## config.mk

```make
export PLATFORM = sky130hd
export DESIGN_NAME = mwd_top
export DESIGN_NICKNAME = d
export VERILOG_FILES = /design/src/mwd_pkg.sv /design/src/mwd_reg_if.sv /design/src/mwd_ahb_slave.sv /design/src/mwd_axis_cmp.sv /design/src/mwd_top.sv
export SDC_FILE = /design/constraint.sdc
export NUM_CORES = 1
export LEC_CHECK = 0
export ABC_CLOCK_PERIOD_IN_PS = 7000
export BUFFER_PORTS_ARGS = -buffer_cell sky130_fd_sc_hd__buf_2
export CAP_MARGIN = 5
export CORE_MARGIN = 4
export CORE_UTILIZATION = 61
export DETAILED_ROUTE_END_ITERATION = 12
export PLACE_DENSITY = 0.89
export RECOVER_POWER = 100
export SLEW_MARGIN = 30
export SYNTH_ARGS = -nofsm -noshare
export SYNTH_HDL_FRONTEND = slang
export SYNTH_SLANG_ARGS = --single-unit
```

## constraint.sdc

```tcl
create_clock -name SYS_CLK_I -period 7 [get_ports SYS_CLK_I]
set_clock_uncertainty 0.2 [all_clocks]
set_input_delay 0.7 -clock SYS_CLK_I [delete_from_list [all_inputs] [get_ports SYS_CLK_I]]
set_output_delay 0.7 -clock SYS_CLK_I [all_outputs]
set_load 0.05 [all_outputs]
```

## src/mwd_pkg.sv

```systemverilog
package mwd_pkg;
   // Clock and low-power sample base period
   localparam int unsigned CLK_PERIOD_NS      = 10;
   localparam int unsigned LP_BASE_NS         = 1000;
   localparam int unsigned LP_BASE_CYCLES_DEF = (LP_BASE_NS + CLK_PERIOD_NS - 1) / CLK_PERIOD_NS;

   // Register indexes; byte address is four times the index
   localparam logic [7:0] IDX_FILTER   = 8'h1D;
   localparam logic [7:0] IDX_LP       = 8'h1E;
   localparam logic [7:0] IDX_THR      = 8'h1F;
   localparam logic [7:0] IDX_XTHR     = 8'h20;
   localparam logic [7:0] IDX_YTHR     = 8'h21;
   localparam logic [7:0] IDX_ZTHR     = 8'h22;
   localparam logic [7:0] IDX_PIN_CFG  = 8'h37;
   localparam logic [7:0] IDX_INT_EN   = 8'h38;
   localparam logic [7:0] IDX_STATUS   = 8'h3A;
   localparam logic [7:0] IDX_INTEL    = 8'h69;
   localparam logic [7:0] IDX_PM1      = 8'h6B;
   localparam logic [7:0] IDX_PM2      = 8'h6C;
   localparam logic [7:0] IDX_STRATEGY = 8'h70;

   // Storage slots of the configuration array
   localparam int NCFG       = 12;
   localparam int S_FILTER   = 0;
   localparam int S_LP       = 1;
   localparam int S_THR      = 2;
   localparam int S_XTHR     = 3;
   localparam int S_PIN_CFG  = 6;
   localparam int S_INT_EN   = 7;
   localparam int S_INTEL    = 8;
   localparam int S_PM1      = 9;
   localparam int S_PM2      = 10;
   localparam int S_STRATEGY = 11;
   localparam logic [7:0] CFG_IDX [NCFG] = '{IDX_FILTER, IDX_LP, IDX_THR, IDX_XTHR, IDX_YTHR, IDX_ZTHR,
                                            IDX_PIN_CFG, IDX_INT_EN, IDX_INTEL, IDX_PM1, IDX_PM2, IDX_STRATEGY};
   localparam logic [7:0] CFG_RST [NCFG] = '{default: 8'h00};
   localparam logic [2:0] FLAGS_RST      = 3'h0;

   // Field positions
   localparam int PM1_RESET_BIT  = 7;
   localparam int PM1_CYCLE_BIT  = 5;
   localparam int PM2_ASTBY_HI   = 5;
   localparam int PM2_ASTBY_LO   = 3;
   localparam int INTEL_EN_BIT   = 7;
   localparam int INTEL_MODE_BIT = 6;
   localparam int WOM_HI         = 7;
   localparam int WOM_LO         = 5;
   localparam int RATE_HI        = 3;
   localparam int RATE_LO        = 0;
   localparam int PIN_SEL_BIT    = 0;
   localparam int PER_AXIS_BIT   = 0;
   localparam logic [2:0] ANY_AXIS_FLAGS = 3'h2;

   // Bus decode
   localparam int IDX_HI = 9;
   localparam int IDX_LO = 2;
   localparam logic [2:0] HSIZE_WORD = 3'h2;

   typedef enum logic [1:0] {
      MWD_IDLE  = 2'h0,
      MWD_ARM   = 2'h1,
      MWD_WATCH = 2'h3
   } mwd_state_e;
endpackage

```

## src/mwd_reg_if.sv

```systemverilog
`timescale 1ns/1ps
interface mwd_reg_if;
   logic       wr_en;
   logic [7:0] wr_idx;
   logic [7:0] wdata;
   logic       rd_en;
   logic [7:0] rd_idx;
   logic [7:0] rdata;
   modport slave (output wr_en, wr_idx, wdata, rd_en, rd_idx, input rdata);
   modport regs (input wr_en, wr_idx, wdata, rd_en, rd_idx, output rdata);
endinterface

```

## src/mwd_ahb_slave.sv

```systemverilog
`timescale 1ns/1ps
module mwd_ahb_slave
   import mwd_pkg::*;
(
   input  wire logic        clk_i,
   input  wire logic        rst_n_i,
   input  wire logic        hsel_i,
   input  wire logic [31:0] haddr_i,
   input  wire logic [1:0]  htrans_i,
   input  wire logic        hwrite_i,
   input  wire logic [2:0]  hsize_i,
   input  wire logic [31:0] hwdata_i,
   input  wire logic        hready_i,
   output logic             hreadyout_o,
   output logic             hresp_o,
   output logic [31:0]      hrdata_o,
   mwd_reg_if.slave         rb
);
   logic       take;
   logic       addr_ok;
   logic       wr_pend_reg;
   logic       rd_pend_reg;
   logic       rd_ok_reg;
   logic [7:0] wr_idx_reg;
   logic [7:0] rd_idx_reg;

   assign take    = hsel_i & htrans_i[1] & hready_i;
   assign addr_ok = (haddr_i[31:IDX_HI+1] == 22'h0) && (hsize_i == HSIZE_WORD);

   // Address phase capture
   always_ff @(posedge clk_i or negedge rst_n_i) begin
      if (!rst_n_i) begin
         wr_pend_reg <= 1'b0;
         rd_pend_reg <= 1'b0;
         rd_ok_reg   <= 1'b0;
         wr_idx_reg  <= 8'h00;
         rd_idx_reg  <= 8'h00;
      end else begin
         wr_pend_reg <= take & hwrite_i & addr_ok;
         rd_pend_reg <= take & ~hwrite_i;
         rd_ok_reg   <= addr_ok;
         if (take) begin
            wr_idx_reg <= haddr_i[IDX_HI:IDX_LO];
            rd_idx_reg <= haddr_i[IDX_HI:IDX_LO];
         end
      end
   end

   // Reads take one wait state so a write just before is already stored
   always_ff @(posedge clk_i or negedge rst_n_i) begin
      if (!rst_n_i) begin
         hrdata_o <= 32'h0000_0000;
      end else if (rd_pend_reg) begin
         hrdata_o <= rd_ok_reg ? {24'h00_0000, rb.rdata} : 32'h0000_0000;
      end
   end

   assign hreadyout_o = ~rd_pend_reg;
   assign hresp_o     = 1'b0;
   assign rb.wr_en    = wr_pend_reg;
   assign rb.wr_idx   = wr_idx_reg;
   assign rb.wdata    = hwdata_i[7:0];
   assign rb.rd_en    = rd_pend_reg & rd_ok_reg;
   assign rb.rd_idx   = rd_idx_reg;
endmodule // mwd_ahb_slave

```

## src/mwd_axis_cmp.sv

```systemverilog
`timescale 1ns/1ps
module mwd_axis_cmp #(
   parameter int unsigned SW        = 16,
   parameter int unsigned THR_SHIFT = 0
) (
   input  wire logic                 clk_i,
   input  wire logic                 rst_n_i,
   input  wire logic                 sample_en_i,
   input  wire logic                 arm_i,
   input  wire logic                 relative_i,
   input  wire logic signed [SW-1:0] sample_i,
   input  wire logic [7:0]           thr_i,
   output logic                      hit_o
);
   logic signed [SW-1:0] ref_reg;
   logic [SW:0]          thr_ext;

   function automatic logic [SW:0] abs_diff(input logic signed [SW-1:0] a, input logic signed [SW-1:0] b);
      logic signed [SW:0] d;
      d = $signed({a[SW-1], a}) - $signed({b[SW-1], b});
      return d[SW] ? $unsigned(-d) : $unsigned(d);
   endfunction

   assign thr_ext = (SW+1)'(thr_i) << THR_SHIFT;

   // Reference: first sample after arming, or each sample in relative mode
   always_ff @(posedge clk_i or negedge rst_n_i) begin
      if (!rst_n_i) begin
         ref_reg <= '0;
      end else if (sample_en_i && (arm_i || relative_i)) begin
         ref_reg <= sample_i;
      end
   end

   always_ff @(posedge clk_i or negedge rst_n_i) begin
      if (!rst_n_i) begin
         hit_o <= 1'b0;
      end else begin
         hit_o <= sample_en_i & ~arm_i & (abs_diff(sample_i, ref_reg) > thr_ext);
      end
   end
endmodule // mwd_axis_cmp

```

## src/mwd_top.sv

```systemverilog
// Local design decision: the AHB-Lite interface to the registers.
`timescale 1ns/1ps
////////////////////////////////////////////////////////////////////////////////
// Functional notes
// - Full-reset bit write restores all configuration; bit reads back zero.
// - Any-axis: motion on any axis against one shared threshold raises interrupt.
// - Per-axis: each axis compared against its own threshold raises interrupt.
// - Intelligence enable together with the PM1 cycle bit switches detection on; mode bit picks absolute or relative.
// - Motion event detected when data exceeds threshold while wake is active.
// - Motion event drives primary interrupt pin, or selected secondary pin.
// - Relative mode compares each sample with the previous sample.
// - Absolute mode compares with first sample after enabling, held until re-enable.
// - Any-axis motion status reads 010 whatever axis triggered.
module mwd_top
   import mwd_pkg::*;
#(
   parameter int unsigned SW             = 16,
   parameter int unsigned THR_SHIFT      = 0,
   parameter int unsigned LP_BASE_CYCLES = LP_BASE_CYCLES_DEF
) (
   input  wire logic                 SYS_CLK_I,
   input  wire logic                 RST_N_I,
   input  wire logic                 HSEL_I,
   input  wire logic [31:0]          HADDR_I,
   input  wire logic [1:0]           HTRANS_I,
   input  wire logic                 HWRITE_I,
   input  wire logic [2:0]           HSIZE_I,
   input  wire logic [31:0]          HWDATA_I,
   input  wire logic                 HREADY_I,
   output logic                      HREADYOUT_O,
   output logic                      HRESP_O,
   output logic [31:0]               HRDATA_O,
   input  wire logic signed [SW-1:0] ACCEL_X_I,
   input  wire logic signed [SW-1:0] ACCEL_Y_I,
   input  wire logic signed [SW-1:0] ACCEL_Z_I,
   output logic                      INT_O,
   output logic                      SECONDARY_IRQ_PIN_O
);
   ////////////////////////////////////////////////////////////////////////////
   // Declarations
   logic                 rst_meta_reg;
   logic                 rst_n_reg;
   logic [7:0]           cfg_reg [NCFG];
   logic [2:0]           flags_reg;
   logic [2:0]           flags_next;
   mwd_state_e           state_reg;
   mwd_state_e           state_next;
   logic [31:0]          cnt_reg;
   logic [31:0]          period;
   logic                 sample_en;
   logic                 soft_rst;
   logic                 active;
   logic                 per_axis;
   logic                 relative;
   logic                 pin_sel;
   logic [2:0]           int_en;
   logic [2:0]           stby;
   logic [3:0]           rate;
   logic [2:0]           hit_raw;
   logic [2:0]           hit;
   logic [2:0]           set_flags;
   logic                 flag_clr;
   logic                 irq;
   logic signed [SW-1:0] axis_smp [3];
   logic [7:0]           axis_thr [3];

   mwd_reg_if rb ();

   ////////////////////////////////////////////////////////////////////////////
   // Register index decode
   function automatic logic cfg_hit(input logic [7:0] idx);
      logic found;
      found = 1'b0;
      for (int i = 0; i < NCFG; i++) begin
         if (CFG_IDX[i] == idx) begin
            found = 1'b1;
         end
      end
      return found;
   endfunction

   function automatic logic [3:0] cfg_slot(input logic [7:0] idx);
      logic [3:0] slot;
      slot = 4'h0;
      for (int i = 0; i < NCFG; i++) begin
         if (CFG_IDX[i] == idx) begin
            slot = 4'(i);
         end
      end
      return slot;
   endfunction

   ////////////////////////////////////////////////////////////////////////////
   // Reset release
   always_ff @(posedge SYS_CLK_I or negedge RST_N_I) begin
      if (!RST_N_I) begin
         rst_meta_reg <= 1'b0;
         rst_n_reg    <= 1'b0;
      end else begin
         rst_meta_reg <= 1'b1;
         rst_n_reg    <= rst_meta_reg;
      end
   end

   ////////////////////////////////////////////////////////////////////////////
   // Bus slave
   mwd_ahb_slave u_bus (
      .clk_i       (SYS_CLK_I),
      .rst_n_i     (rst_n_reg),
      .hsel_i      (HSEL_I),
      .haddr_i     (HADDR_I),
      .htrans_i    (HTRANS_I),
      .hwrite_i    (HWRITE_I),
      .hsize_i     (HSIZE_I),
      .hwdata_i    (HWDATA_I),
      .hready_i    (HREADY_I),
      .hreadyout_o (HREADYOUT_O),
      .hresp_o     (HRESP_O),
      .hrdata_o    (HRDATA_O),
      .rb          (rb.slave)
   );

   ////////////////////////////////////////////////////////////////////////////
   // Configuration registers
   assign soft_rst = rb.wr_en && (rb.wr_idx == IDX_PM1) && rb.wdata[PM1_RESET_BIT];

   always_ff @(posedge SYS_CLK_I or negedge rst_n_reg) begin
      if (!rst_n_reg) begin
         for (int i = 0; i < NCFG; i++) begin
            cfg_reg[i] <= CFG_RST[i];
         end
      end else if (soft_rst) begin
         for (int i = 0; i < NCFG; i++) begin
            cfg_reg[i] <= CFG_RST[i];
         end
      end else if (rb.wr_en && cfg_hit(rb.wr_idx)) begin
         cfg_reg[cfg_slot(rb.wr_idx)] <= rb.wdata;
      end
   end

   // Read data; status read clears flags
   always_comb begin
      rb.rdata = 8'h00;
      if (rb.rd_idx == IDX_STATUS) begin
         rb.rdata = {flags_reg, 5'h00};
      end else if (cfg_hit(rb.rd_idx)) begin
         rb.rdata = cfg_reg[cfg_slot(rb.rd_idx)];
      end
   end

   ////////////////////////////////////////////////////////////////////////////
   // Field views
   assign active   = cfg_reg[S_INTEL][INTEL_EN_BIT] & cfg_reg[S_PM1][PM1_CYCLE_BIT];
   assign relative = cfg_reg[S_INTEL][INTEL_MODE_BIT];
   assign per_axis = cfg_reg[S_STRATEGY][PER_AXIS_BIT];
   assign pin_sel  = cfg_reg[S_PIN_CFG][PIN_SEL_BIT];
   assign int_en   = cfg_reg[S_INT_EN][WOM_HI:WOM_LO];
   assign stby     = cfg_reg[S_PM2][PM2_ASTBY_HI:PM2_ASTBY_LO];
   assign rate     = cfg_reg[S_LP][RATE_HI:RATE_LO];

   ////////////////////////////////////////////////////////////////////////////
   // Detection sequencer
   always_comb begin
      state_next = state_reg;
      case (state_reg)
         MWD_IDLE: begin
            if (active) begin
               state_next = MWD_ARM;
            end
         end
         MWD_ARM: begin
            if (!active) begin
               state_next = MWD_IDLE;
            end else if (sample_en) begin
               state_next = MWD_WATCH;
            end
         end
         MWD_WATCH: begin
            if (!active) begin
               state_next = MWD_IDLE;
            end
         end
         default: begin
            state_next = MWD_IDLE;
         end
      endcase
   end

   always_ff @(posedge SYS_CLK_I or negedge rst_n_reg) begin
      if (!rst_n_reg) begin
         state_reg <= MWD_IDLE;
      end else begin
         state_reg <= state_next;
      end
   end

   ////////////////////////////////////////////////////////////////////////////
   // Low-power sample rate divider
   assign period    = 32'(LP_BASE_CYCLES) << rate;
   assign sample_en = (state_reg != MWD_IDLE) && (cnt_reg == period - 32'h0000_0001);

   always_ff @(posedge SYS_CLK_I or negedge rst_n_reg) begin
      if (!rst_n_reg) begin
         cnt_reg <= 32'h0000_0000;
      end else if (state_reg == MWD_IDLE || sample_en) begin
         cnt_reg <= 32'h0000_0000;
      end else begin
         cnt_reg <= cnt_reg + 32'h0000_0001;
      end
   end

   ////////////////////////////////////////////////////////////////////////////
   // Axis comparators
   assign axis_smp[0] = ACCEL_X_I;
   assign axis_smp[1] = ACCEL_Y_I;
   assign axis_smp[2] = ACCEL_Z_I;

   for (genvar g = 0; g < 3; g++) begin : g_axis
      assign axis_thr[g] = per_axis ? cfg_reg[S_XTHR + g] : cfg_reg[S_THR];

      mwd_axis_cmp #(
         .SW        (SW),
         .THR_SHIFT (THR_SHIFT)
      ) u_cmp (
         .clk_i       (SYS_CLK_I),
         .rst_n_i     (rst_n_reg),
         .sample_en_i (sample_en),
         .arm_i       (state_reg == MWD_ARM),
         .relative_i  (relative),
         .sample_i    (axis_smp[g]),
         .thr_i       (axis_thr[g]),
         .hit_o       (hit_raw[2-g])
      );
   end

   ////////////////////////////////////////////////////////////////////////////
   // Motion status flags
   assign hit       = hit_raw & ~stby & {3{active}};
   assign set_flags = per_axis ? hit : ((|hit) ? ANY_AXIS_FLAGS : 3'h0);
   assign flag_clr  = rb.rd_en && (rb.rd_idx == IDX_STATUS);

   always_comb begin
      flags_next = (flag_clr ? 3'h0 : flags_reg) | set_flags;
   end

   always_ff @(posedge SYS_CLK_I or negedge rst_n_reg) begin
      if (!rst_n_reg) begin
         flags_reg <= FLAGS_RST;
      end else if (soft_rst) begin
         flags_reg <= FLAGS_RST;
      end else begin
         flags_reg <= flags_next;
      end
   end

   ////////////////////////////////////////////////////////////////////////////
   // Interrupt pins, held until the status is read
   assign irq = |(flags_reg & int_en);

   always_ff @(posedge SYS_CLK_I or negedge rst_n_reg) begin
      if (!rst_n_reg) begin
         INT_O  <= 1'b0;
         SECONDARY_IRQ_PIN_O <= 1'b0;
      end else begin
         INT_O  <= irq & ~pin_sel;
         SECONDARY_IRQ_PIN_O <= irq & pin_sel;
      end
   end
endmodule // mwd_top

```

# == Yosys cells after proc, flatten, opt, wreduce, memory -nomap -nowiden ==
# Cells that the tools add are included.
# word_totals
input_bits,122
word_cells,163
regBits,231
out_inout_bits,36
# op_classes
reduce_logical,17
shifts,1
n_mux,56
n_eq_ne,21
addsub,8
bitwise_logic,24
n_lt_le_gt_ge,6
# ops
op,count
96-bit 2-to-1 mux,2
96-bit bitwise mux,1
8-bit 2-to-1 mux,9
4-bit 2-to-1 mux,14
17-bit by 8-bit greater-than comparator with 1-bit output,3
17-bit 2-to-1 mux,3
17-bit negator,3
16-bit by 16-bit subtractor with 17-bit output,3
6-bit by 8-bit == test with 1-bit output (first input constant),5
32-bit by 1-bit adder with 32-bit output (second input constant),1
8-bit binary-select mux with 4-bit select,1
8-bit demux with 4-bit select,1
32-bit == test,1
7-bit by 8-bit == test with 1-bit output (first input constant),4
32-bit 2-to-1 mux,1
7-bit by 4-bit left shift with 32-bit output (first input constant),1
32-bit by 1-bit subtractor with 32-bit output (second input constant),1
5-bit by 8-bit == test with 1-bit output (first input constant),3
22-bit zero test,1
1-bit 2-to-1 mux,15
1-bit bitwise AND,13
5-bit greater-or-equal comparator (second input constant),2
2-bit 2-to-1 mux,5
4-bit inverter with 5-bit output,2
20 further kinds,38

# == Longest topological paths before layout ==
# Gate-level depths: netlist of the first run.
# depth
ltp_word,25
mapped_depth,22
depth_no_buf,21

# == Cells and area by module ==
# A second synthesis of the first run with hierarchy kept.
# hier_totals
cells_unflattened,1923
hier_area_um2,16940.0
# modules_own_cells
module,seq_area_each_um2,area_each_um2,n_inst,cells_each
mwd_top,3428.3,8866.0,1,970
mwd_axis_cmp (g_axis[0].u_cmp ...),425.4,2215.9,2,263
mwd_axis_cmp (g_axis[1].u_cmp),425.4,2523.7,1,318
mwd_ahb_slave,475.5,1118.6,1,109

# == Least setup slack after synthesis of the first run ==
# Ideal clock, no wire load.
# synth_timing
path_type,input to register
start,in ACCEL_X_I[0]
end,reg g_axis[0].u_cmp.hit_o
arrival_ns,4.435
setup_ns,0.140
path_stages,21
n_path_buf,1
slack_ns,2.225
required_time_ns,6.660
cell_sequence,inv_1 > ha_1 > fa_1 > nor2b_1 > o2111ai_1 > a31oi_1 > o2111ai_1 > a32oi_1 > clkbuf_1 > nor2_1 > a21oi_1 > ha_1 > nor2b_1 > o21a_1 > o21a_1 > o21a_1 > o21a_1 > o211ai_1 > a21oi_1 > nor3_1 > a41oi_1
# synth_between
elab_chain_cells,5
# synth_rtl
item,line_no,source
"start, declared",mwd_top.sv:33,"input wire logic signed [SW-1:0] ACCEL_X_I,"
16-bit by 16-bit subtractor with 17-bit output *,mwd_axis_cmp.sv:20,"d = $signed({a[SW-1], a}) - $signed({b[SW-1], b});"
17-bit negator,mwd_axis_cmp.sv:21,return d[SW] ? $unsigned(-d) : $unsigned(d);
17-bit 2-to-1 mux *,mwd_axis_cmp.sv:21,
17-bit by 8-bit greater-than comparator with 1-bit output *,mwd_axis_cmp.sv:39,"hit_o <= sample_en_i & ~arm_i & (abs_diff(sample_i, ref_reg) > thr_ext);"
1-bit bitwise AND *,mwd_axis_cmp.sv:39,
"end signal, assigned",mwd_axis_cmp.sv:39,
"end, declared",mwd_axis_cmp.sv:13,output logic hit_o
# Every way passes the cells marked *; elsewhere a longest branch is shown, timed or not.
# A chain may end at the register's enable or synchronous reset.

# == Worst setup path after layout of the first run ==
# layout_timing
start,"reg u_bus.wr_idx_reg[0], in the netlist u_bus.rb.wr_idx[0]"
end,reg cfg_reg[30] (netlist name)
# layout_between
elab_chain_cells,22
elab_cells_between_ends,52
classes_between,order compare (2); eq/ne (13); mux (31); bitwise (1); reduce/logical (5)
# layout_rtl
item,line_no,source
"start, declared",mwd_ahb_slave.sv:24,logic [7:0] wr_idx_reg;
"start signal, assigned",mwd_ahb_slave.sv:43,wr_idx_reg <= haddr_i[IDX_HI:IDX_LO];
5-bit by 8-bit == test with 1-bit output,n/a,
1-bit 2-to-1 mux,n/a,
4-bit 2-to-1 mux (2 in series),n/a,
4-bit 2-to-1 mux (7 in series),mwd_top.sv:86,if (CFG_IDX[i] == idx) begin
4-bit 2-to-1 mux,n/a,
4-bit 2-to-1 mux,mwd_top.sv:136,end else if (rb.wr_en && cfg_hit(rb.wr_idx)) begin
4-bit 2-to-1 mux,mwd_top.sv:132,end else if (soft_rst) begin
4-bit inverter with 5-bit output (not written as such),mwd_top.sv:137,cfg_reg[cfg_slot(rb.wr_idx)] <= rb.wdata;
5-bit greater-or-equal comparator (not written as such) / 5-bit by 1-bit < comparator with 1-bit output (equally long branches),mwd_top.sv:137,
1-bit logical AND (not written as such),mwd_top.sv:137,
8-bit 2-to-1 mux (not written as such),mwd_top.sv:137,
8-bit demux with 4-bit select,mwd_top.sv:137,
96-bit bitwise mux,mwd_top.sv:137,
96-bit 2-to-1 mux,mwd_top.sv:136,
96-bit 2-to-1 mux,mwd_top.sv:132,
"end signal, assigned by index",mwd_top.sv:130,cfg_reg[i] <= CFG_RST[i];
"end signal, assigned by index",mwd_top.sv:134,cfg_reg[i] <= CFG_RST[i];
"end signal, assigned by index",mwd_top.sv:137,
"end, declared",mwd_top.sv:43,logic [7:0] cfg_reg [NCFG];
# Several ways; a longest one is shown, not always the timed one. The select of a mux whose other input is x is not followed.

==> results by group, run 1 <==
Run status
  – Result of the run: finished, violations left
  – Violations in the final reports: max-capacitance violations, max-slew violations

Timing
  – Share of the clock period used by the worst path after layout: a little over four fifths
  – Max-slew violations: 237
  – Tightest slew margin relative to the limit: -138%
  – Setup total negative slack: 0 ns
  – Final-layout worst hold slack: between 0.1 and 0.15 ns
  – Pin slew with the least headroom to its limit: about 3.6 ns
  – Maximum clock frequency: 171 MHz
  – Number of failing hold endpoints at the final stage: 0
  – Final setup fails: 0
  – Final critical-path required period: slightly below 6 ns
  – Setup repair after global routing missed its margin: false

Power and ir drop
  – Total leakage power: 7.81 nW
  – Peak supply drop: around 220 uV
  – Power per unit of standard cell area: just under 200 mW/mm^2
  – Post-layout power: 3.27 mW

Floorplan
  – Core region area: ~0.025 mm^2
  – Number of rows created at floorplan: 58
  – Die span in y: 168 um
  – Starting Density: 61.9%
  – Die Wd: approximately 170 um
  – Die outline area: 0.0281 mm^2
  – Ports placed on the boundary: 158

Cells and area
  – NumNets Final: ~2000
  – Area Growth Syn to Fin: 8.43%
  – Number of antenna cells inserted: 0
  – Share of post-route cells with drive strength above 1: about an eighth
  – Number of flip-flops under the largest register name: between 90 and 100

Logic synthesis
  – Fraction of the mapped netlist area in simple logic gates: about a fifth
  – Top cells by area, synth: sky130_fd_sc_hd__dfrtp_1 (33%), sky130_fd_sc_hd__mux2i_1 (8.4%), sky130_fd_sc_hd__ha_1 (6.5%)
  – Fraction of synthesized cell area in xor and xnor cells: 5.22%
  – Primary flip-flop cell chosen by synthesis mapping: sky130_fd_sc_hd__dfrtp_1
  – Count of synthesis-stage warnings from yosys: 0
  – EDFF count, synth: 0
  – Largest area contributor in the netlist: sky130_fd_sc_hd__dfrtp_1
  – Synthesized-area fraction occupied by adder cells: under 10%
  – Library cell with the highest instance count after synthesis: sky130_fd_sc_hd__nor2_1
  – Gate count after technology mapping: approximately 1700
  – Post-synthesis async set-or-reset flop share: 100%
  – Fraction of the yosys area taken by sequential cells: 33.3%
  – Mapped cell area: between 0.015 and 0.02 mm^2
  – Area fraction of the dominant cell type after synthesis: 33.3%
  – Fraction of synthesized area in multiplexers: ~14%
  – Post-synthesis compound-gate area fraction: between 10% and 20%
  – Distinct cell type count after synthesis: between 80 and 90
  – Combinational family with the most area after synthesis: simple AND/OR/NAND/NOR gates
  – Post-Synthesis Mean Instance Area: ~8.9 um^2
  – Number of synthesized register bits: between 200 and 250
  – Most instantiated cells after synthesis: sky130_fd_sc_hd__nor2_1 (235), sky130_fd_sc_hd__dfrtp_1 (207), sky130_fd_sc_hd__mux2i_1 (131)

Detailed routing
  – Detailed-route DRC error count: 0
  – Final WL: around 38 mm
  – 1st-iter DRT viols: approximately 1100
  – Antenna violation net count after detailed routing: 0
  – Via count: ~13000
  – Mean routed wirelength per cell: approximately 18 um
  – Mean number of vias per cell: around 6.3
  – Number of search-and-repair iterations in the first detailed-routing pass: 5

Global route
  – Initial antenna violation count: 1
  – Wire length of the first global-routing pass: 63.0 mm
  – GRT Residual Overflow: 0
  – Largest net degree at the start of global routing: between 150 and 200
  – Overall Global Routing Usage: between 20% and 30%
  – Via count of the first global-routing pass: between 10000 and 15000

Setup path
  – Number of cells traversed by the worst register-to-register path: 7
  – Critical path class: reg2reg
  – Cells along the critical path: nand2_1, nor4_1, and2_0, nand2_1, nor2_1, clkbuf_1, nor2_1
  – Required time of the critical path: 7.04 ns
  – Critical Path Source Type: register
  – Arrival time of the worst setup path: just under 6 ns
  – CP endpoint kind: register
  – R2R setup slack: approximately 1.2 ns
  – Buffer and inverter count on the worst path: 1
  – Crit-path leading delay family: buffers and inverters
  – Worst reg2reg path endpoint: cfg_reg[30]
  – Slowest-stage cell, CP: sky130_fd_sc_hd__clkbuf_1
  – Maximum single-stage delay on the critical path: between 2 and 3 ns
  – Launch instance of the worst register-to-register path: u_bus.rb.wr_idx[0]
  – Maximum fanout along the worst path: ~80

Clock network
  – Root buffer cell: sky130_fd_sc_hd__clkbuf_16
  – Clock buffer count from CTS: 25
  – Maximum level of the CTS H-tree: 1
  – CTS tree: done
  – Number of setup buffers added after CTS: 0
  – Number of buffers inserted by hold repair at cts: 1
  – Number of buffers on the longest clock path: 3
  – Post-cts repair resize count: 0
  – Worst-skew pair later-pin latency: roughly 0.54 ns
  – Clock transition at path regs: approximately 0.06 ns
  – TritonCTS sink count: around 210

Hold path
  – Worst min-delay path endpoint: u_bus.rd_pend_reg
  – Path type of the worst min-delay path: in2reg
  – Number of stages on the worst hold path: 2
  – Hold wc startpoint: HWRITE_I

Place
  – Placer's final routability congestion estimate: around 0.90
  – Detailed-placement wirelength estimate: 27.0 mm
  – Number of buffers added on ports: between 100 and 150

Job
  – Max-cap violation count: 4
==> metrics by stage <==
| step | worst slack, ns | instances | cell area, um^2 | util [%] |
|---|---|---|---|---|
| floorplan | 0.605 | 1764 | 15600 | - |
| global placement | 1.79 | 2099 | 16100 | 64.1 |
| detailed placement | 1.71 | 2099 | 16100 | 64.1 |
| CTS | 1.95 | 2146 | 17000 | 67.6 |
| global route | 0.811 | 2147 | 16900 | 67.1 |
| finish | 1.17 | 2147 | 16900 | 67.1 |
==> area by class of cell <==
type / count / area, um^2
Multi-Input combinational cell: 1352 / 9450
Fill cell: 1957 / 8260
Sequential cell: 207 / 5180
Clock buffer: 39 / 738
Timing Repair Buffer: 116 / 603
Tap cell: 330 / 413
Inverter: 96 / 360
Clock inverter: 7 / 110
==> worst reg2reg max path, cell delays in order, from the launching register on <==
cell and delay (ns):
sky130_fd_sc_hd__dfrtp_1 0.65, sky130_fd_sc_hd__nand2_1 0.14, sky130_fd_sc_hd__nor4_1 0.36, sky130_fd_sc_hd__and2_0 0.22
sky130_fd_sc_hd__nand2_1 0.35, sky130_fd_sc_hd__nor2_1 0.72, sky130_fd_sc_hd__clkbuf_1 2.55, sky130_fd_sc_hd__nor2_1 0.35
==> kinds of logic after synthesis <==
| family | after synthesis |
|---|---|
| XOR/XNOR | 91 |
| adder cells (fa/ha/maj) | 84 |
| multiplexers | 202 |
| flip-flops | 207 |
| buffers and inverters | 205 |
| AND/OR/NAND/NOR | 592 |
| other | 2 |
| AO/OA/AOI/OAI | 357 |
==> power breakdown <==
part / total, mW / switching (mW) / internal, mW
clock: 1.32 / 0.522 / 0.803
sequential: 1.28 / 0.0525 / 1.23
combinational: 0.658 / 0.399 / 0.260
==> cell usage in the layout, fill, tap and decap left out, drive strengths merged, types with 6 or more instances in the layout <==
| cell type | count |
|---|---|
| a2111oi | 6 |
| a211o | 8 |
| a211oi | 13 |
| a21o | 12 |
| a21oi | 100 |
| a221o | 6 |
| a31oi | 16 |
| and2 | 12 |
| and3 | 15 |
| and4 | 6 |
| buf | 98 |
| clkbuf | 56 |
| conb | 26 |
| dfrtp | 207 |
| ha | 81 |
| inv | 98 |
| mux2 | 71 |
| mux2i | 131 |
| nand2 | 95 |
| nand2b | 19 |
| nand3 | 44 |
| nand3b | 11 |
| nand4 | 28 |
| nor2 | 236 |
| nor2b | 33 |
| nor3 | 26 |
| nor3b | 8 |
| nor4 | 21 |
| nor4b | 7 |
| o2111ai | 7 |
| o211ai | 18 |
| o21a | 28 |
| o21ai | 43 |
| o22ai | 15 |
| o31ai | 11 |
| o32ai | 6 |
| or2 | 8 |
| or3 | 7 |
| xnor2 | 38 |
| xor2 | 52 |
==> worst max-delay path by stage <==
stage / to / depth (start not counted) / startpoint
floorplan: INT_O / 0 / rst_n_reg
global placement: g_axis[1].u_cmp.hit_o / 21 / ACCEL_Y_I[0]
detailed placement: g_axis[1].u_cmp.hit_o / 21 / ACCEL_Y_I[0]
CTS: g_axis[0].u_cmp.ref_reg[7] / 14 / cfg_reg[81]
global route: cfg_reg[30] / 7 / u_bus.rb.wr_idx[0]
finish: cfg_reg[30] / 7 / u_bus.rb.wr_idx[0]
==> metal layers <==
layer	wire (um)	up-vias	track usage (%)	share of wire (%)
met5	11	-	0	0.029
met3	2550	125	3.80	6.7
met1	15900	6445	34.7	42
li1	-	6311	-	-
met4	1470	2	10.0	3.8
met2	18300	559	43.4	48
Power figures use the tool's default switching activity.
==> run 2, diff against run 1 <==
--- a/config.mk
+++ b/config.mk
@@ -5,7 +5,7 @@
 export SDC_FILE = /design/constraint.sdc
 export NUM_CORES = 1
 export LEC_CHECK = 0
-export ABC_CLOCK_PERIOD_IN_PS = 7000
+export ABC_CLOCK_PERIOD_IN_PS = 5800
 export BUFFER_PORTS_ARGS = -buffer_cell sky130_fd_sc_hd__buf_2
 export CAP_MARGIN = 5
 export CORE_MARGIN = 4
==> constraint.sdc (replaced) <==
create_clock -name SYS_CLK_I -period 5.8 [get_ports SYS_CLK_I]
set_clock_uncertainty 0.2 [all_clocks]
set_input_delay 0.58 -clock SYS_CLK_I [delete_from_list [all_inputs] [get_ports SYS_CLK_I]]
set_output_delay 0.58 -clock SYS_CLK_I [all_outputs]
set_load 0.05 [all_outputs]
==> run 2 against run 1 <==
The run still ends with max-capacitance violations, max-slew violations left. Critical path depth up 6. Non-clock buffer count up 2. Critical path type unchanged. Wire length up 2.9%. Final cell count about the same. Power up 25%. Cell area up 0.51%. Largest power group unchanged. Combinational power up 23%. Global-route usage up 0.65 points. First-iteration DRC count up 9.8%. Core utilization up 0.34 points. Highest routed layer is now met4.
==> results by group, run 2 (same netlist as run 1, synthesis figures left out) <==
Clock network
  – Number of buffers on the longest clock path: 3 (unchanged)
  – CTS tree: done
  – Root buffer cell: sky130_fd_sc_hd__clkbuf_16
  – Number of setup buffers added after CTS: 0 (unchanged)
  – Clock transition at path regs: 0.07 ns (about the same)
  – Maximum level of the CTS H-tree: 1 (unchanged)
  – TritonCTS sink count: 207 (unchanged)
  – Clock buffer count from CTS: 25 (unchanged)
  – Worst-skew pair later-pin latency: 0.54 ns (about the same)

Cells and area
  – Share of post-route cells with drive strength above 1: 12.5% (+0.65 points)
  – Area Growth Syn to Fin: 8.98%
  – Most common library cell in the layout ignoring fill and taps: sky130_fd_sc_hd__nor2_1
  – Filler cell count in the final layout: 1934 (-1.2%)
  – Number of flip-flops under the largest register name: 96 (unchanged)
  – Most frequent cells in the layout: sky130_fd_sc_hd__nor2_1 (236), sky130_fd_sc_hd__dfrtp_1 (206), sky130_fd_sc_hd__mux2i_1 (131)
  – Share of the core filled with cells: 67.5% (+0.34 points)
  – NumNets Final: 2006 (+0.10%)
  – Design Area, Final: 0.0169 mm^2 (+0.51%)
  – Number of antenna cells inserted: 0 (unchanged)

Floorplan
  – Die outline area: 0.0281 mm^2 (unchanged)
  – Ports placed on the boundary: 158 (unchanged)
  – Die Wd: 168 um (unchanged)
  – Number of rows created at floorplan: 58 (unchanged)
  – Starting Density: 61.9% (unchanged)
  – Core region area: 0.0251 mm^2 (unchanged)
  – Die span in y: 168 um (unchanged)

Setup path
  – R2R setup slack: 0.76 ns (-0.40 ns)
  – CP endpoint kind: register
  – Critical path class: reg2reg
  – Arrival time of the worst setup path: 5.24 ns (-0.64 ns)
  – Maximum fanout along the worst path: 29 (-63%)
  – Critical Path Source Type: register
  – Required time of the critical path: 6.00 ns (-1.04 ns)

Timing
  – Final setup fails: 0 (unchanged)
  – Share of the clock period used by the worst path after layout: 86.9% (+3.5 points)
  – Final critical-path required period: 5.04 ns (-0.797 ns)
  – Tightest slew margin relative to the limit: -73.6% (+64 points)
  – Maximum clock frequency: 199 MHz (+16%)
  – Max-slew violations: 129 (-46%)
  – Number of failing hold endpoints at the final stage: 0 (unchanged)
  – Setup total negative slack: 0 ns (unchanged)
  – Setup repair after global routing missed its margin: false
  – Pin slew with the least headroom to its limit: 2.60 ns (-0.960 ns)
  – Final-layout worst hold slack: 0.00988 ns (-0.103 ns)

Place
  – Placed Instance Area: 0.0162 mm^2 (+0.36%)
  – Number of buffers added on ports: 105 (unchanged)
  – Placer's final routability congestion estimate: 0.886 (-1.1%)
  – Detailed-placement wirelength estimate: 27.4 mm (+1.5%)

Global route
  – Largest net degree at the start of global routing: 105 (-38%)
  – GRT Residual Overflow: 0 (unchanged)
  – Via count of the first global-routing pass: 13500 (+2.6%)
  – Overall Global Routing Usage: 26.7% (+0.65 points)
  – Initial antenna violation count: 0 (-1)
  – Wire length of the first global-routing pass: 64.1 mm (+1.8%)

Power and ir drop
  – Peak supply drop: 248 uV (+13%)
  – Power per unit of standard cell area: 242 mW/mm^2 (+25%)
  – Total leakage power: 7.87 nW (+0.74%)

Detailed routing
  – Sum of routed wire segments on met1: 15.8 mm (-0.52%)
  – Met3 wire len: 2.64 mm (+3.7%)
  – Mean number of vias per cell: 6.34 (+1.2%)
  – 1st-iter DRT viols: 1178 (+9.8%)
  – DR top layer: met4
  – Mean routed wirelength per cell: 18.3 um (+2.8%)
  – Met2 routed WL: 19.1 mm (+4.6%)
  – Number of search-and-repair iterations in the first detailed-routing pass: 5 (unchanged)
  – Via count: 13600 (+1.3%)
  – Detailed-route DRC error count: 0 (unchanged)
  – Antenna violation net count after detailed routing: 0 (unchanged)
  – Final WL: 39.4 mm (+2.9%)

Run status
  – Result of the run: finished, violations left
  – Violations in the final reports: max-capacitance violations, max-slew violations

Hold path
  – Path type of the worst min-delay path: in2reg

Job
  – Max-cap violation count: 2 (-2)
## run 2: stage by stage
step,instances,setup slack (ns),power (mW)
floorplan,1764,1.15,2.17
detailed placement,2102,0.701,2.36
CTS,2149,1.00,4.10
finish,2149,0.763,4.10
global placement,2100,0.837,2.31
global route,2149,0.518,4.25
## run 2: layer usage
layer / track usage [%] / vias up
met3: 3.85 / 150
li1: - / 6325
met2: 46.2 / 607
met1: 33.9 / 6536
met5: 0 / -
met4: 10.7 / 0
## run 2: critical path, cell delays in order, from the launching register on
cell and delay, ns:
sky130_fd_sc_hd__dfrtp_1 0.56, sky130_fd_sc_hd__inv_1 0.23, sky130_fd_sc_hd__ha_1 0.54, sky130_fd_sc_hd__nand2_1 0.11, sky130_fd_sc_hd__ha_1 0.33, sky130_fd_sc_hd__xor2_1 0.15
sky130_fd_sc_hd__nand4_1 0.12, sky130_fd_sc_hd__or4b_1 0.51, sky130_fd_sc_hd__nor4_1 0.27, sky130_fd_sc_hd__nand2b_1 0.10, sky130_fd_sc_hd__or4_1 0.47, sky130_fd_sc_hd__nor2_1 0.20
sky130_fd_sc_hd__clkbuf_2 0.66, sky130_fd_sc_hd__mux2_2 0.42
## run 2: path summary, 6_finish.rpt
| check | cells after the start | end | start |
|---|---|---|---|
| min in group asynchronous | 2 | rst_n_reg | RST_N_I |
| worst min register to register | 0 | rst_n_reg | rst_meta_reg |
| worst max-delay path | 13 | g_axis[0].u_cmp.ref_reg[5] | cfg_reg[81] |
| worst min-delay path | 2 | u_bus.rd_pend_reg | HWRITE_I |
| worst max register to register | 13 | g_axis[0].u_cmp.ref_reg[5] | cfg_reg[81] |
| max in group asynchronous | 2 | g_axis[1].u_cmp.ref_reg[10] | rst_n_reg |
## run 2: cell type report
cell class | instances | area [um^2] | share of cell area [%]
clock buffer | 34 | 729 | 4.31
clock inverter | 12 | 195 | 1.15
inverter | 96 | 360 | 2.13
multi-input combinational | 1352 | 9440 | 55.8
sequential | 207 | 5180 | 30.6
tap | 330 | 413 | 2.44
timing repair buffer | 118 | 613 | 3.62
## run 2: timing repair
action                                 CTS  global route
resized for setup                        0             0
hold buffers                             1             0
endpoints found under the hold margin    2             0
## run 2: report_power, final
part           total, mW  leakage (nW)  switching, mW  internal (mW)
combinational      0.812          4.69          0.496          0.316
sequential          1.54          2.73         0.0578           1.49
clock               1.74         0.456          0.638           1.10
total               4.10          7.87           1.19           2.90
